[config.mk]
export PLATFORM = sky130hd
export DESIGN_NAME = prc_ratio_cfg
export DESIGN_NICKNAME = d
export VERILOG_FILES = /design/src/rtl/prc_pkg.sv /design/src/rtl/prc_ratio_cfg.sv /design/src/rtl/prc_serial_div.sv /design/src/rtl/prc_loop_filter.sv
export SDC_FILE = /design/constraint.sdc
export NUM_CORES = 1
export LEC_CHECK = 0
export ABC_AREA = 1
export CORE_MARGIN = 2
export CORE_UTILIZATION = 31
export CTS_BUF_LIST = sky130_fd_sc_hd__clkbuf_8 sky130_fd_sc_hd__clkbuf_16
export CTS_CLUSTER_DIAMETER = 30
export CTS_CLUSTER_SIZE = 10
export DETAILED_ROUTE_END_ITERATION = 6
export DONT_BUFFER_PORTS = 1
export GPL_ROUTABILITY_DRIVEN = 0
export PLACE_DENSITY = 0.57
export SYNTH_ARGS = -nofsm -noshare
export SYNTH_HDL_FRONTEND = slang
export SYNTH_SLANG_ARGS = --single-unit
[constraint.sdc]
create_clock -name MCLK -period 5.1 [get_ports MCLK]
set_input_delay 1.275 -clock MCLK [delete_from_list [all_inputs] [get_ports MCLK]]
set_output_delay 1.275 -clock MCLK [all_outputs]
set_load 0.01 [all_outputs]
[src/rtl/prc_pkg.sv]
package prc_pkg;

    // register byte offsets, one aligned word each
    localparam logic [5:0] OFS_GLOBAL_CFG = 6'h00;
    localparam logic [5:0] OFS_MODAL_CFG = 6'h04;
    localparam logic [5:0] OFS_RATIO0 = 6'h08;
    localparam logic [5:0] OFS_RATIO1 = 6'h0C;
    localparam logic [5:0] OFS_RATIO2 = 6'h10;
    localparam logic [5:0] OFS_RATIO3 = 6'h14;
    localparam logic [5:0] OFS_STATUS = 6'h18;
    localparam logic [5:0] OFS_EFF_RATIO = 6'h1C;
    localparam logic [5:0] OFS_FRACN_LO = 6'h20;
    localparam logic [5:0] OFS_FRACN_HI = 6'h24;
    localparam logic [5:0] OFS_REF_PERIOD = 6'h28;

    // global configuration fields
    localparam int GCFG_DIV_LSB = 0;
    localparam int GCFG_FMT_BIT = 2;
    localparam int GCFG_SPC_LSB = 4;
    localparam int GCFG_BW_LSB = 8;
    localparam logic [31:0] GCFG_WRITE_MASK = 32'h0000_0777;

    // status fields
    localparam int STAT_LOCK_BIT = 0;
    localparam int STAT_WIDE_BIT = 1;
    localparam int STAT_RMOD_BIT = 2;
    localparam int STAT_MODE_LSB = 4;

    // values after reset
    localparam logic [31:0] RST_GLOBAL_CFG = 32'h0000_0000;
    localparam logic [31:0] RST_MODAL_CFG = 32'h0000_0000;
    localparam logic [31:0] RST_RATIO = 32'h0010_0000;

    // encodings
    localparam logic [2:0] SPC_RMOD_ENABLE = 3'h3;
    localparam logic FMT_HIGH_MULT = 1'b1;

    // fixed-point layout
    localparam int RATIO_W = 32;
    localparam int NORM_W = 40;
    localparam int NORM_PAD = 8;

    // loop behaviour
    localparam logic [3:0] ACQ_SHIFT = 4'h1;
    localparam logic [3:0] BW_SHIFT_MAX = 4'h8;
    localparam logic [39:0] LOCK_TOL = 40'h00_0000_1000;
    localparam logic [7:0] LOCK_HOLD_COUNT = 8'h10;

    typedef enum logic [1:0] {
        ST_ACQUIRE = 2'b01,
        ST_LOCKED = 2'b10
    } prc_state_t;

endpackage

[src/rtl/prc_ratio_cfg.sv]
// What this block does
// RULE1 - the timing reference is divided by a factor picked by a two-bit global setting, which the configurer keeps in range.
// RULE2 - four 32-bit unsigned ratios are stored and the mode-select pins pick the one in use.
// RULE3 - in high-resolution format a ratio is 12 integer bits over 20 fraction bits.
// RULE4 - in high-multiplication format a ratio is 20 integer bits over 12 fraction bits.
// RULE5 - one global format bit decides how every stored ratio is read.
// RULE6 - modifier codes 00, 01, 10, 11 scale the ratio by one half, quarter, eighth, sixteenth.
// RULE7 - the modifier alters only the ratio used inside; stored ratios never change.
// RULE8 - the modifier acts only when the special pin is configured for it and enables it.
// RULE9 - with the special-pin setting at 011 a high pin enables the modifier and a low pin disables it.
// RULE10 - effective ratio is the selected ratio times the modifier, or times one when disabled.
// RULE11 - the reference divider is compensated inside, so ratios express output over input only.
// RULE12 - the configurer avoids modifiers that overflow or truncate and keeps the ratio in range.
// RULE13 - the loop measures the reference input against the timing clock and derives the fractional-N value.
// RULE14 - a three-bit global setting picks minimum loop bandwidth from 1 Hz to 128 Hz.
// RULE15 - while acquiring lock the bandwidth is forced wide, then settles to the selected minimum.
// RULE16 - any change on the mode-select pins drops lock while the new ratio takes effect.
// RULE17 - the modifier is applied as a right shift of one to four places in the same format.
//
// The placing of the registers and the address-and-strobe port are this design's own decisions.
`timescale 1ns/1ns
module prc_ratio_cfg #(
    parameter int PERIOD_W = 24
) (
    input wire logic MCLK,
    input wire logic ARST_N,
    input wire logic [5:0] REG_ADDR,
    input wire logic [31:0] REG_WDATA,
    input wire logic REG_WR,
    input wire logic REG_RD,
    output logic [31:0] REG_RDATA,
    input wire logic [1:0] MODE_SELECT_PINS,
    input wire logic SPECIAL_FUNCTION_PIN,
    input wire logic FREQ_REFERENCE_PIN,
    output logic DIVIDED_TIMING_TICK,
    output logic [31:0] EFFECTIVE_RATIO,
    output logic [39:0] FRACN_VALUE,
    output logic FRACN_UPDATE,
    output logic PLL_LOCKED,
    output logic WIDE_BANDWIDTH
);
    initial begin
        if (PERIOD_W < 4 || PERIOD_W > 32) begin
            $error("prc_ratio_cfg: PERIOD_W must be 4 to 32");
        end
    end

    // configuration storage
    logic [31:0] global_cfg_reg;
    logic [31:0] modal_cfg_reg;
    logic [31:0] stored_ratio_set [4];

    logic [1:0] timing_reference_clock_divide_select;
    logic ratio_format_select;
    logic [2:0] special_pin_function_config;
    logic [2:0] min_loop_bandwidth_select;

    assign timing_reference_clock_divide_select = global_cfg_reg[prc_pkg::GCFG_DIV_LSB +: 2];
    assign ratio_format_select = global_cfg_reg[prc_pkg::GCFG_FMT_BIT];
    assign special_pin_function_config = global_cfg_reg[prc_pkg::GCFG_SPC_LSB +: 3];
    assign min_loop_bandwidth_select = global_cfg_reg[prc_pkg::GCFG_BW_LSB +: 3];

    // pin synchronisers; first stage is read by the second only
    logic [3:0] pin_meta_reg;
    logic [3:0] pin_sync_reg;
    logic [1:0] mode_sync;
    logic special_function_pin;
    logic ref_sync;

    always_ff @(posedge MCLK or negedge ARST_N) begin
        if (!ARST_N) begin
            pin_meta_reg <= 4'h0;
            pin_sync_reg <= 4'h0;
        end else begin
            pin_meta_reg <= {FREQ_REFERENCE_PIN, SPECIAL_FUNCTION_PIN, MODE_SELECT_PINS};
            pin_sync_reg <= pin_meta_reg;
        end
    end

    assign mode_sync = pin_sync_reg[1:0];
    assign special_function_pin = pin_sync_reg[2];
    assign ref_sync = pin_sync_reg[3];

    // register writes
    always_ff @(posedge MCLK or negedge ARST_N) begin
        if (!ARST_N) begin
            global_cfg_reg <= prc_pkg::RST_GLOBAL_CFG;
            modal_cfg_reg <= prc_pkg::RST_MODAL_CFG;
        end else if (REG_WR) begin
            if (REG_ADDR == prc_pkg::OFS_GLOBAL_CFG) begin
                global_cfg_reg <= REG_WDATA & prc_pkg::GCFG_WRITE_MASK;
            end
            if (REG_ADDR == prc_pkg::OFS_MODAL_CFG) begin
                modal_cfg_reg <= {24'h00_0000, REG_WDATA[7:0]};
            end
        end
    end

    // RULE7 ratio store
    always_ff @(posedge MCLK or negedge ARST_N) begin
        if (!ARST_N) begin
            for (int i = 0; i < 4; i++) begin
                stored_ratio_set[i] <= prc_pkg::RST_RATIO;
            end
        end else if (REG_WR) begin
            for (int i = 0; i < 4; i++) begin
                if (REG_ADDR == prc_pkg::OFS_RATIO0 + 6'(4 * i)) begin
                    stored_ratio_set[i] <= REG_WDATA;
                end
            end
        end
    end

    // RULE1 timing reference divider
    logic [2:0] div_cnt_reg;
    logic [2:0] div_limit;
    logic div_tick;

    assign div_limit = 3'((4'h1 << timing_reference_clock_divide_select) - 4'h1);
    assign div_tick = div_cnt_reg >= div_limit;

    always_ff @(posedge MCLK or negedge ARST_N) begin
        if (!ARST_N) begin
            div_cnt_reg <= 3'h0;
        end else begin
            div_cnt_reg <= div_tick ? 3'h0 : div_cnt_reg + 3'h1;
        end
    end

    assign DIVIDED_TIMING_TICK = div_tick;

    // RULE2 ratio selection by mode pins
    logic [31:0] user_ratio;
    logic [1:0] ratio_modifier_select;
    logic rmod_enable;

    assign user_ratio = stored_ratio_set[mode_sync];
    assign ratio_modifier_select = modal_cfg_reg[2 * mode_sync +: 2];

    // RULE8 RULE9 modifier gate
    assign rmod_enable = special_pin_function_config == prc_pkg::SPC_RMOD_ENABLE
        && special_function_pin;

    // RULE6 RULE10 RULE17 power-of-two modifier as shift
    logic [31:0] effective_ratio;
    always_comb begin
        effective_ratio = user_ratio;
        if (rmod_enable) begin
            effective_ratio = user_ratio >> (3'h1 + {1'b0, ratio_modifier_select});
        end
    end

    // RULE3 RULE4 RULE5 normalise to 20.20 for the loop
    logic [39:0] norm_ratio;
    assign norm_ratio = (ratio_format_select == prc_pkg::FMT_HIGH_MULT)
        ? {effective_ratio, 8'h00}
        : {8'h00, effective_ratio};

    always_ff @(posedge MCLK or negedge ARST_N) begin
        if (!ARST_N) begin
            EFFECTIVE_RATIO <= 32'h0000_0000;
        end else begin
            EFFECTIVE_RATIO <= effective_ratio;
        end
    end

    // RULE13 reference period in divided timing ticks
    logic ref_d_reg;
    logic ref_rise;
    logic [PERIOD_W-1:0] period_cnt_reg;
    logic [PERIOD_W-1:0] period_reg;
    logic period_seen_reg;
    logic period_sat;
    logic ref_lost_reg;

    assign ref_rise = ref_sync && !ref_d_reg;
    assign period_sat = &period_cnt_reg;

    always_ff @(posedge MCLK or negedge ARST_N) begin
        if (!ARST_N) begin
            ref_d_reg <= 1'b0;
            period_cnt_reg <= '0;
            period_reg <= '0;
            period_seen_reg <= 1'b0;
            ref_lost_reg <= 1'b0;
        end else begin
            ref_d_reg <= ref_sync;
            ref_lost_reg <= 1'b0;
            if (ref_rise) begin
                // tick in the rise cycle belongs to the new period
                period_cnt_reg <= div_tick ? PERIOD_W'(1) : '0;
                period_reg <= period_cnt_reg;
                period_seen_reg <= 1'b1;
            end else if (period_sat) begin
                // reference stopped; drop lock and wait for a fresh first edge
                period_cnt_reg <= '0;
                period_seen_reg <= 1'b0;
                ref_lost_reg <= period_seen_reg;
            end else if (div_tick) begin
                period_cnt_reg <= period_cnt_reg + PERIOD_W'(1);
            end
        end
    end

    // RULE11 counting divided ticks folds the divider into the result
    logic div_start;
    logic div_done;
    logic [39:0] n_target;

    assign div_start = ref_rise && period_seen_reg && period_cnt_reg != '0;

    prc_serial_div #(
        .DIVIDEND_W(40),
        .DIVISOR_W(PERIOD_W)
    ) u_div (
        .clk(MCLK),
        .rst_n(ARST_N),
        .start(div_start),
        .dividend(norm_ratio),
        .divisor(period_cnt_reg),
        .busy(),
        .done(div_done),
        .quotient(n_target)
    );

    // RULE16 mode change and modifier enable change force reacquisition
    logic [1:0] mode_prev_reg;
    logic rmod_prev_reg;
    logic restart;

    always_ff @(posedge MCLK or negedge ARST_N) begin
        if (!ARST_N) begin
            mode_prev_reg <= 2'h0;
            rmod_prev_reg <= 1'b0;
        end else begin
            mode_prev_reg <= mode_sync;
            rmod_prev_reg <= rmod_enable;
        end
    end

    assign restart = mode_sync != mode_prev_reg || rmod_enable != rmod_prev_reg
        || ref_lost_reg;

    // RULE14 bandwidth select, 1 Hz narrowest shift, 128 Hz widest
    logic [3:0] bw_shift;
    assign bw_shift = prc_pkg::BW_SHIFT_MAX - {1'b0, min_loop_bandwidth_select};

    prc_pkg::prc_state_t state_reg;
    prc_pkg::prc_state_t state_next;
    logic settled;

    prc_loop_filter #(
        .VAL_W(40)
    ) u_filter (
        .clk(MCLK),
        .rst_n(ARST_N),
        .restart(restart),
        .target(n_target),
        .target_valid(div_done),
        .wide(state_reg == prc_pkg::ST_ACQUIRE),
        .bw_shift(bw_shift),
        .n_value(FRACN_VALUE),
        .n_update(FRACN_UPDATE),
        .settled(settled)
    );

    // RULE15 lock state: wide until settled
    always_comb begin
        state_next = state_reg;
        unique case (state_reg)
            prc_pkg::ST_ACQUIRE: begin
                if (settled && !restart) begin
                    state_next = prc_pkg::ST_LOCKED;
                end
            end
            prc_pkg::ST_LOCKED: begin
                if (restart || !settled) begin
                    state_next = prc_pkg::ST_ACQUIRE;
                end
            end
            default: begin
                state_next = prc_pkg::ST_ACQUIRE;
            end
        endcase
    end

    always_ff @(posedge MCLK or negedge ARST_N) begin
        if (!ARST_N) begin
            state_reg <= prc_pkg::ST_ACQUIRE;
        end else begin
            state_reg <= state_next;
        end
    end

    assign PLL_LOCKED = state_reg == prc_pkg::ST_LOCKED;
    assign WIDE_BANDWIDTH = state_reg == prc_pkg::ST_ACQUIRE;

    // register reads, data one cycle after the strobe
    logic [31:0] status_word;
    logic [31:0] read_mux;

    always_comb begin
        status_word = 32'h0000_0000;
        status_word[prc_pkg::STAT_LOCK_BIT] = PLL_LOCKED;
        status_word[prc_pkg::STAT_WIDE_BIT] = WIDE_BANDWIDTH;
        status_word[prc_pkg::STAT_RMOD_BIT] = rmod_enable;
        status_word[prc_pkg::STAT_MODE_LSB +: 2] = mode_sync;
    end

    always_comb begin
        unique case (REG_ADDR)
            prc_pkg::OFS_GLOBAL_CFG: read_mux = global_cfg_reg;
            prc_pkg::OFS_MODAL_CFG: read_mux = modal_cfg_reg;
            prc_pkg::OFS_RATIO0: read_mux = stored_ratio_set[0];
            prc_pkg::OFS_RATIO1: read_mux = stored_ratio_set[1];
            prc_pkg::OFS_RATIO2: read_mux = stored_ratio_set[2];
            prc_pkg::OFS_RATIO3: read_mux = stored_ratio_set[3];
            prc_pkg::OFS_STATUS: read_mux = status_word;
            prc_pkg::OFS_EFF_RATIO: read_mux = EFFECTIVE_RATIO;
            prc_pkg::OFS_FRACN_LO: read_mux = FRACN_VALUE[31:0];
            prc_pkg::OFS_FRACN_HI: read_mux = {24'h00_0000, FRACN_VALUE[39:32]};
            prc_pkg::OFS_REF_PERIOD: read_mux = 32'(period_reg);
            default: read_mux = 32'h0000_0000;
        endcase
    end

    always_ff @(posedge MCLK or negedge ARST_N) begin
        if (!ARST_N) begin
            REG_RDATA <= 32'h0000_0000;
        end else if (REG_RD) begin
            REG_RDATA <= read_mux;
        end else begin
            REG_RDATA <= 32'h0000_0000;
        end
    end
endmodule // prc_ratio_cfg

[src/rtl/prc_serial_div.sv]
`timescale 1ns/1ns
module prc_serial_div #(
    parameter int DIVIDEND_W = 40,
    parameter int DIVISOR_W = 24
) (
    input wire logic clk,
    input wire logic rst_n,
    input wire logic start,
    input wire logic [DIVIDEND_W-1:0] dividend,
    input wire logic [DIVISOR_W-1:0] divisor,
    output logic busy,
    output logic done,
    output logic [DIVIDEND_W-1:0] quotient
);
    localparam int CNT_W = $clog2(DIVIDEND_W + 1);

    initial begin
        if (DIVIDEND_W < 2 || DIVISOR_W < 1 || DIVISOR_W > DIVIDEND_W) begin
            $error("prc_serial_div: unsupported widths");
        end
    end

    logic [CNT_W-1:0] cnt_reg;
    logic [DIVIDEND_W-1:0] quo_reg;
    logic [DIVISOR_W-1:0] dsr_reg;
    logic [DIVISOR_W:0] rem_reg;
    logic [DIVISOR_W:0] rem_shift;
    logic rem_ge;

    assign rem_shift = {rem_reg[DIVISOR_W-1:0], quo_reg[DIVIDEND_W-1]};
    assign rem_ge = rem_shift >= {1'b0, dsr_reg};

    // one quotient bit per cycle; start while busy is ignored
    always_ff @(posedge clk or negedge rst_n) begin
        if (!rst_n) begin
            busy <= 1'b0;
            cnt_reg <= '0;
            quo_reg <= '0;
            dsr_reg <= '0;
            rem_reg <= '0;
        end else if (!busy) begin
            if (start) begin
                busy <= 1'b1;
                cnt_reg <= CNT_W'(DIVIDEND_W);
                quo_reg <= dividend;
                dsr_reg <= divisor;
                rem_reg <= '0;
            end
        end else begin
            rem_reg <= rem_ge ? rem_shift - {1'b0, dsr_reg} : rem_shift;
            quo_reg <= {quo_reg[DIVIDEND_W-2:0], rem_ge};
            cnt_reg <= cnt_reg - CNT_W'(1);
            if (cnt_reg == CNT_W'(1)) begin
                busy <= 1'b0;
            end
        end
    end

    always_ff @(posedge clk or negedge rst_n) begin
        if (!rst_n) begin
            done <= 1'b0;
            quotient <= '0;
        end else begin
            done <= busy && cnt_reg == CNT_W'(1);
            if (busy && cnt_reg == CNT_W'(1)) begin
                quotient <= {quo_reg[DIVIDEND_W-2:0], rem_ge};
            end
        end
    end
endmodule // prc_serial_div

[src/rtl/prc_loop_filter.sv]
`timescale 1ns/1ns
module prc_loop_filter #(
    parameter int VAL_W = 40
) (
    input wire logic clk,
    input wire logic rst_n,
    input wire logic restart,
    input wire logic [VAL_W-1:0] target,
    input wire logic target_valid,
    input wire logic wide,
    input wire logic [3:0] bw_shift,
    output logic [VAL_W-1:0] n_value,
    output logic n_update,
    output logic settled
);
    initial begin
        if (VAL_W != 40) begin
            $error("prc_loop_filter: value width must match lock tolerance");
        end
    end

    logic primed_reg;
    logic [7:0] hold_reg;
    logic signed [VAL_W:0] diff;
    logic signed [VAL_W:0] step;
    logic [VAL_W:0] abs_diff;
    logic [3:0] shift_use;
    logic in_tol;

    assign diff = $signed({1'b0, target}) - $signed({1'b0, n_value});
    // wide bandwidth while acquiring, narrow once locked
    assign shift_use = wide ? prc_pkg::ACQ_SHIFT : bw_shift;
    assign step = diff >>> shift_use;
    assign abs_diff = diff[VAL_W] ? (VAL_W+1)'(-diff) : diff;
    assign in_tol = abs_diff <= {1'b0, prc_pkg::LOCK_TOL};

    always_ff @(posedge clk or negedge rst_n) begin
        if (!rst_n) begin
            n_value <= '0;
            primed_reg <= 1'b0;
        end else if (restart) begin
            primed_reg <= 1'b0;
        end else if (target_valid) begin
            primed_reg <= 1'b1;
            // first estimate after a restart is taken whole for fast pull-in
            n_value <= primed_reg ? n_value + step[VAL_W-1:0] : target;
        end
    end

    always_ff @(posedge clk or negedge rst_n) begin
        if (!rst_n) begin
            hold_reg <= '0;
            settled <= 1'b0;
        end else if (restart) begin
            hold_reg <= '0;
            settled <= 1'b0;
        end else if (target_valid && primed_reg) begin
            if (!in_tol) begin
                hold_reg <= '0;
                settled <= 1'b0;
            end else if (hold_reg == prc_pkg::LOCK_HOLD_COUNT) begin
                settled <= 1'b1;
            end else begin
                hold_reg <= hold_reg + 8'h01;
            end
        end
    end

    always_ff @(posedge clk or negedge rst_n) begin
        if (!rst_n) begin
            n_update <= 1'b0;
        end else begin
            n_update <= target_valid && !restart;
        end
    end
endmodule // prc_loop_filter

==> implementation parameters <==
Parameter                              Value

Die
  Core Footprint ... ~99000 µm²
  Die area ... 102400 µm²
  Height of the chip ... between 300 and 400 µm
  Standard-cell row count ... between 100 and 150
  Effective utilization at floorplan ... 0.3135
  Number of top-level design ports ... 154
  Width of the die ... 320.0 µm

Critical path
  Setup slack, reg-to-reg ... 0.29 ns
  Critical path required time ... 5.61 ns
  Slowest cell on the critical path ... dfrtp_1
  Kind of end point of the critical path ... flip-flop
  Critical path data arrival time ... 5.32 ns
  Category of the worst setup path launch point ... flip-flop
  WS Path Type ... flip-flop to flip-flop
  Worst path max stage delay ... 0.42 ns
  Maximum fanout count along the critical path ... 4
  Cell repeated most along the worst path ... nand2_1

STA
  Achievable Freq ... 207.8 MHz
  Headroom to the max-slew limit ... 0.2565
  Number of setup violations in the final report ... 0
  Final count of hold timing violations ... 0
  Final worst path period share ... 0.9435
  Final total negative setup slack ... 0 ns
  Worst-case clock skew ... 0.05918 ns
  Final slew viol count ... 0
  Worst-Margin Slew ... 1.111 ns
  Shortest clock period the worst path allows after layout ... 4.812 ns
  Final setup slack of the worst path ... around 0.29 ns

Global route
  Remaining Overflow, GRT ... 0
  Wire length of the first global-routing pass ... 190200 µm
  Number of global-route vias before repair ... between 30000 and 40000
  Initial antenna violation count ... 4
  GRT Total Usage ... 0.2420
  Largest net degree at the start of global routing ... 464

Clock tree
  Clock tree from TritonCTS ... done
  Sink Count ... 463
  Cts bufs inserted ... 96
  Worst-Skew Late Latency ... 0.66 ns
  Post-CTS Hold Buffers ... 0
  Clock transition time at the flip-flop clock pins of the worst setup and hold paths ... around 0.06 ns
  CTS H-Tree Depth ... 3
  Clk buf depth ... 3
  CTS root buf ... clkbuf_16

Cells and area
  Layout cell share with drive strength beyond 1 ... 0.2032
  Area added between synthesis and finish ... 29.62%
  Final design utilization ... 0.4064
  Top register by number of flip-flops ... stored_ratio_set
  Number of flip-flops under the largest register name ... 128
  Final net count ... around 5000

Logic synthesis
  FF+latch count, synth ... 463
  Most used standard cell by instance count after synthesis ... nand2_1
  Number of flops mapped to enable cells by yosys ... 0
  Main synth FF type ... dfrtp_1
  Most frequent cells after synthesis ... nand2_1, inv_1, o21ai_0
  Post-synth ARST share ... 1.000
  Distinct cells, synth ... 59
  Mean Syn Cell Area ... 7.017 µm²
  Synthesized net count ... 4574
  Warning count from the yosys run ... 0
  Share of Yosys cell area claimed by the top area cell type ... 0.3704
  Instance count of the mapped netlist ... 4410
  Leading cell types by total area after synthesis ... dfrtp_1, nand2_1, o21ai_0
  Fraction of the yosys area taken by sequential cells ... 0.3746
  Post-synthesis instance area ... 30950 µm²
  Biggest area consumer among synthesized cells ... dfrtp_1

Status
  Outcome ... complete, no violations

Drt
  Total iterations of the first detailed-routing run ... 6
  Vias per inst ... 5.351
  Via count of the routed design ... approximately 33000
  Antenna-violating nets left ... 0
  1st-iter DRT viols ... 3705
  Remaining design rule violation count ... 0
  Wire length after detailed routing ... approximately 130000 µm
  Average routed wire per standard cell ... 20.71 µm

Min path
  Class of the tightest hold or removal check ... input port to async pin

Run
  Max-cap viol count ... 0

Placed design
  # port buffers ... 0
  Sum of net half-perimeters after detailed placement ... between 90000 and 100000 µm
  Worst setup slack after placement ... -0.2967 ns
==> cells by family (layout without fill, tap and decap cells) <==
| family | Yosys count | in the layout | share of synthesized area |
|---|---|---|---|
| buf+inv | 738 | 1204 | 0.09053 |
| other cells | 0 | 3 | 0 |
| xor+xnor | 65 | 65 | 0.01864 |
| mux | 35 | 35 | 0.01132 |
| fa+ha+maj | 118 | 118 | 0.04844 |
| simple gates | 1924 | 1924 | 0.2576 |
| flops | 463 | 463 | 0.3746 |
| compound gates | 1067 | 1067 | 0.1988 |
==> cells in the final DEF, fill, tap and decap left out, drive strengths merged, types with 36 or more instances in the layout <==
cell type / count
inv: 576
nand3: 229
xor2: 43
a221oi: 36
o22ai: 68
buf: 462
o21ai: 543
a21oi: 220
clkbuf: 111
nor2: 323
nand2: 1260
a31oi: 42
nand4: 47
ha: 115
dfrtp: 458
==> final timing paths <==
| path | startpoint | end | cells past startpoint |
|---|---|---|---|
| max | u_div.quotient[11]$_DFFE_PN0P_ | u_filter.n_value[28]$_DFFE_PN0P_ | 34 |
| min | ARST_N | REG_RDATA[14]$_DFF_PN0_ | 0 |
| max reg2reg | u_div.quotient[11]$_DFFE_PN0P_ | u_filter.n_value[28]$_DFFE_PN0P_ | 34 |
| min reg2reg | pin_meta_reg[2]$_DFF_PN0_ | pin_sync_reg[2]$_DFF_PN0_ | 0 |
| max in group asynchronous | ARST_N | pin_sync_reg[0]$_DFF_PN0_ | 0 |
| min in group MCLK | pin_meta_reg[2]$_DFF_PN0_ | pin_sync_reg[2]$_DFF_PN0_ | 0 |
==> per-layer routing <==
metal	global-route usage	up-vias	share of wire
met5	0	-	0.00010
met4	0.07960	2	0.033
met3	0.06383	263	0.11
met2	0.3600	1570	0.43
met1	0.3391	15650	0.43
li1	-	15510	-
==> layout make-up <==
class,count,area (µm²)
Timing Repair Buffer,462,3535
Tap cell,1287,1610
Clock inverter,69,764.5
Clock buffer,111,2631
Antenna cell,3,7.507
Fill cell,10250,58590
Sequential cell,463,11600
Multi-Input combinational cell,3209,17860
Inverter,562,2110
==> what timing repair did <==
item / in CTS / in global routing
resized for setup: 29 / 368
pin swaps: 1 / 59
setup buffers: 0 / 29
setup endpoints to repair: 20 / 29
==> metrics by stage <==
step           hold slack, ns  instance area, µm²  cells
3_3_place_gp           0.3326               35240   5954
6_report               0.3423               40110   6166
5_1_grt                0.3197               40100   6163
3_5_place_dp           0.3358               35240   5954
2_1_floorplan          0.3312               30950   4410
4_1_cts                0.3074               38690   6134
==> critical path: cells and delay by family (launching register included) <==
family,cells,cell delay [ns]
flip-flops,1,0.42
AND/OR/NAND/NOR,13,1.20
multiplexers,2,0.43
AO/OA/AOI/OAI,9,1.17
buffers and inverters,7,0.71
adder cells (fa/ha/maj),2,0.59
XOR/XNOR,1,0.14
Power is not shown: default switching activity piles up to over one toggle a cycle in this logic, so the estimate is an artifact.
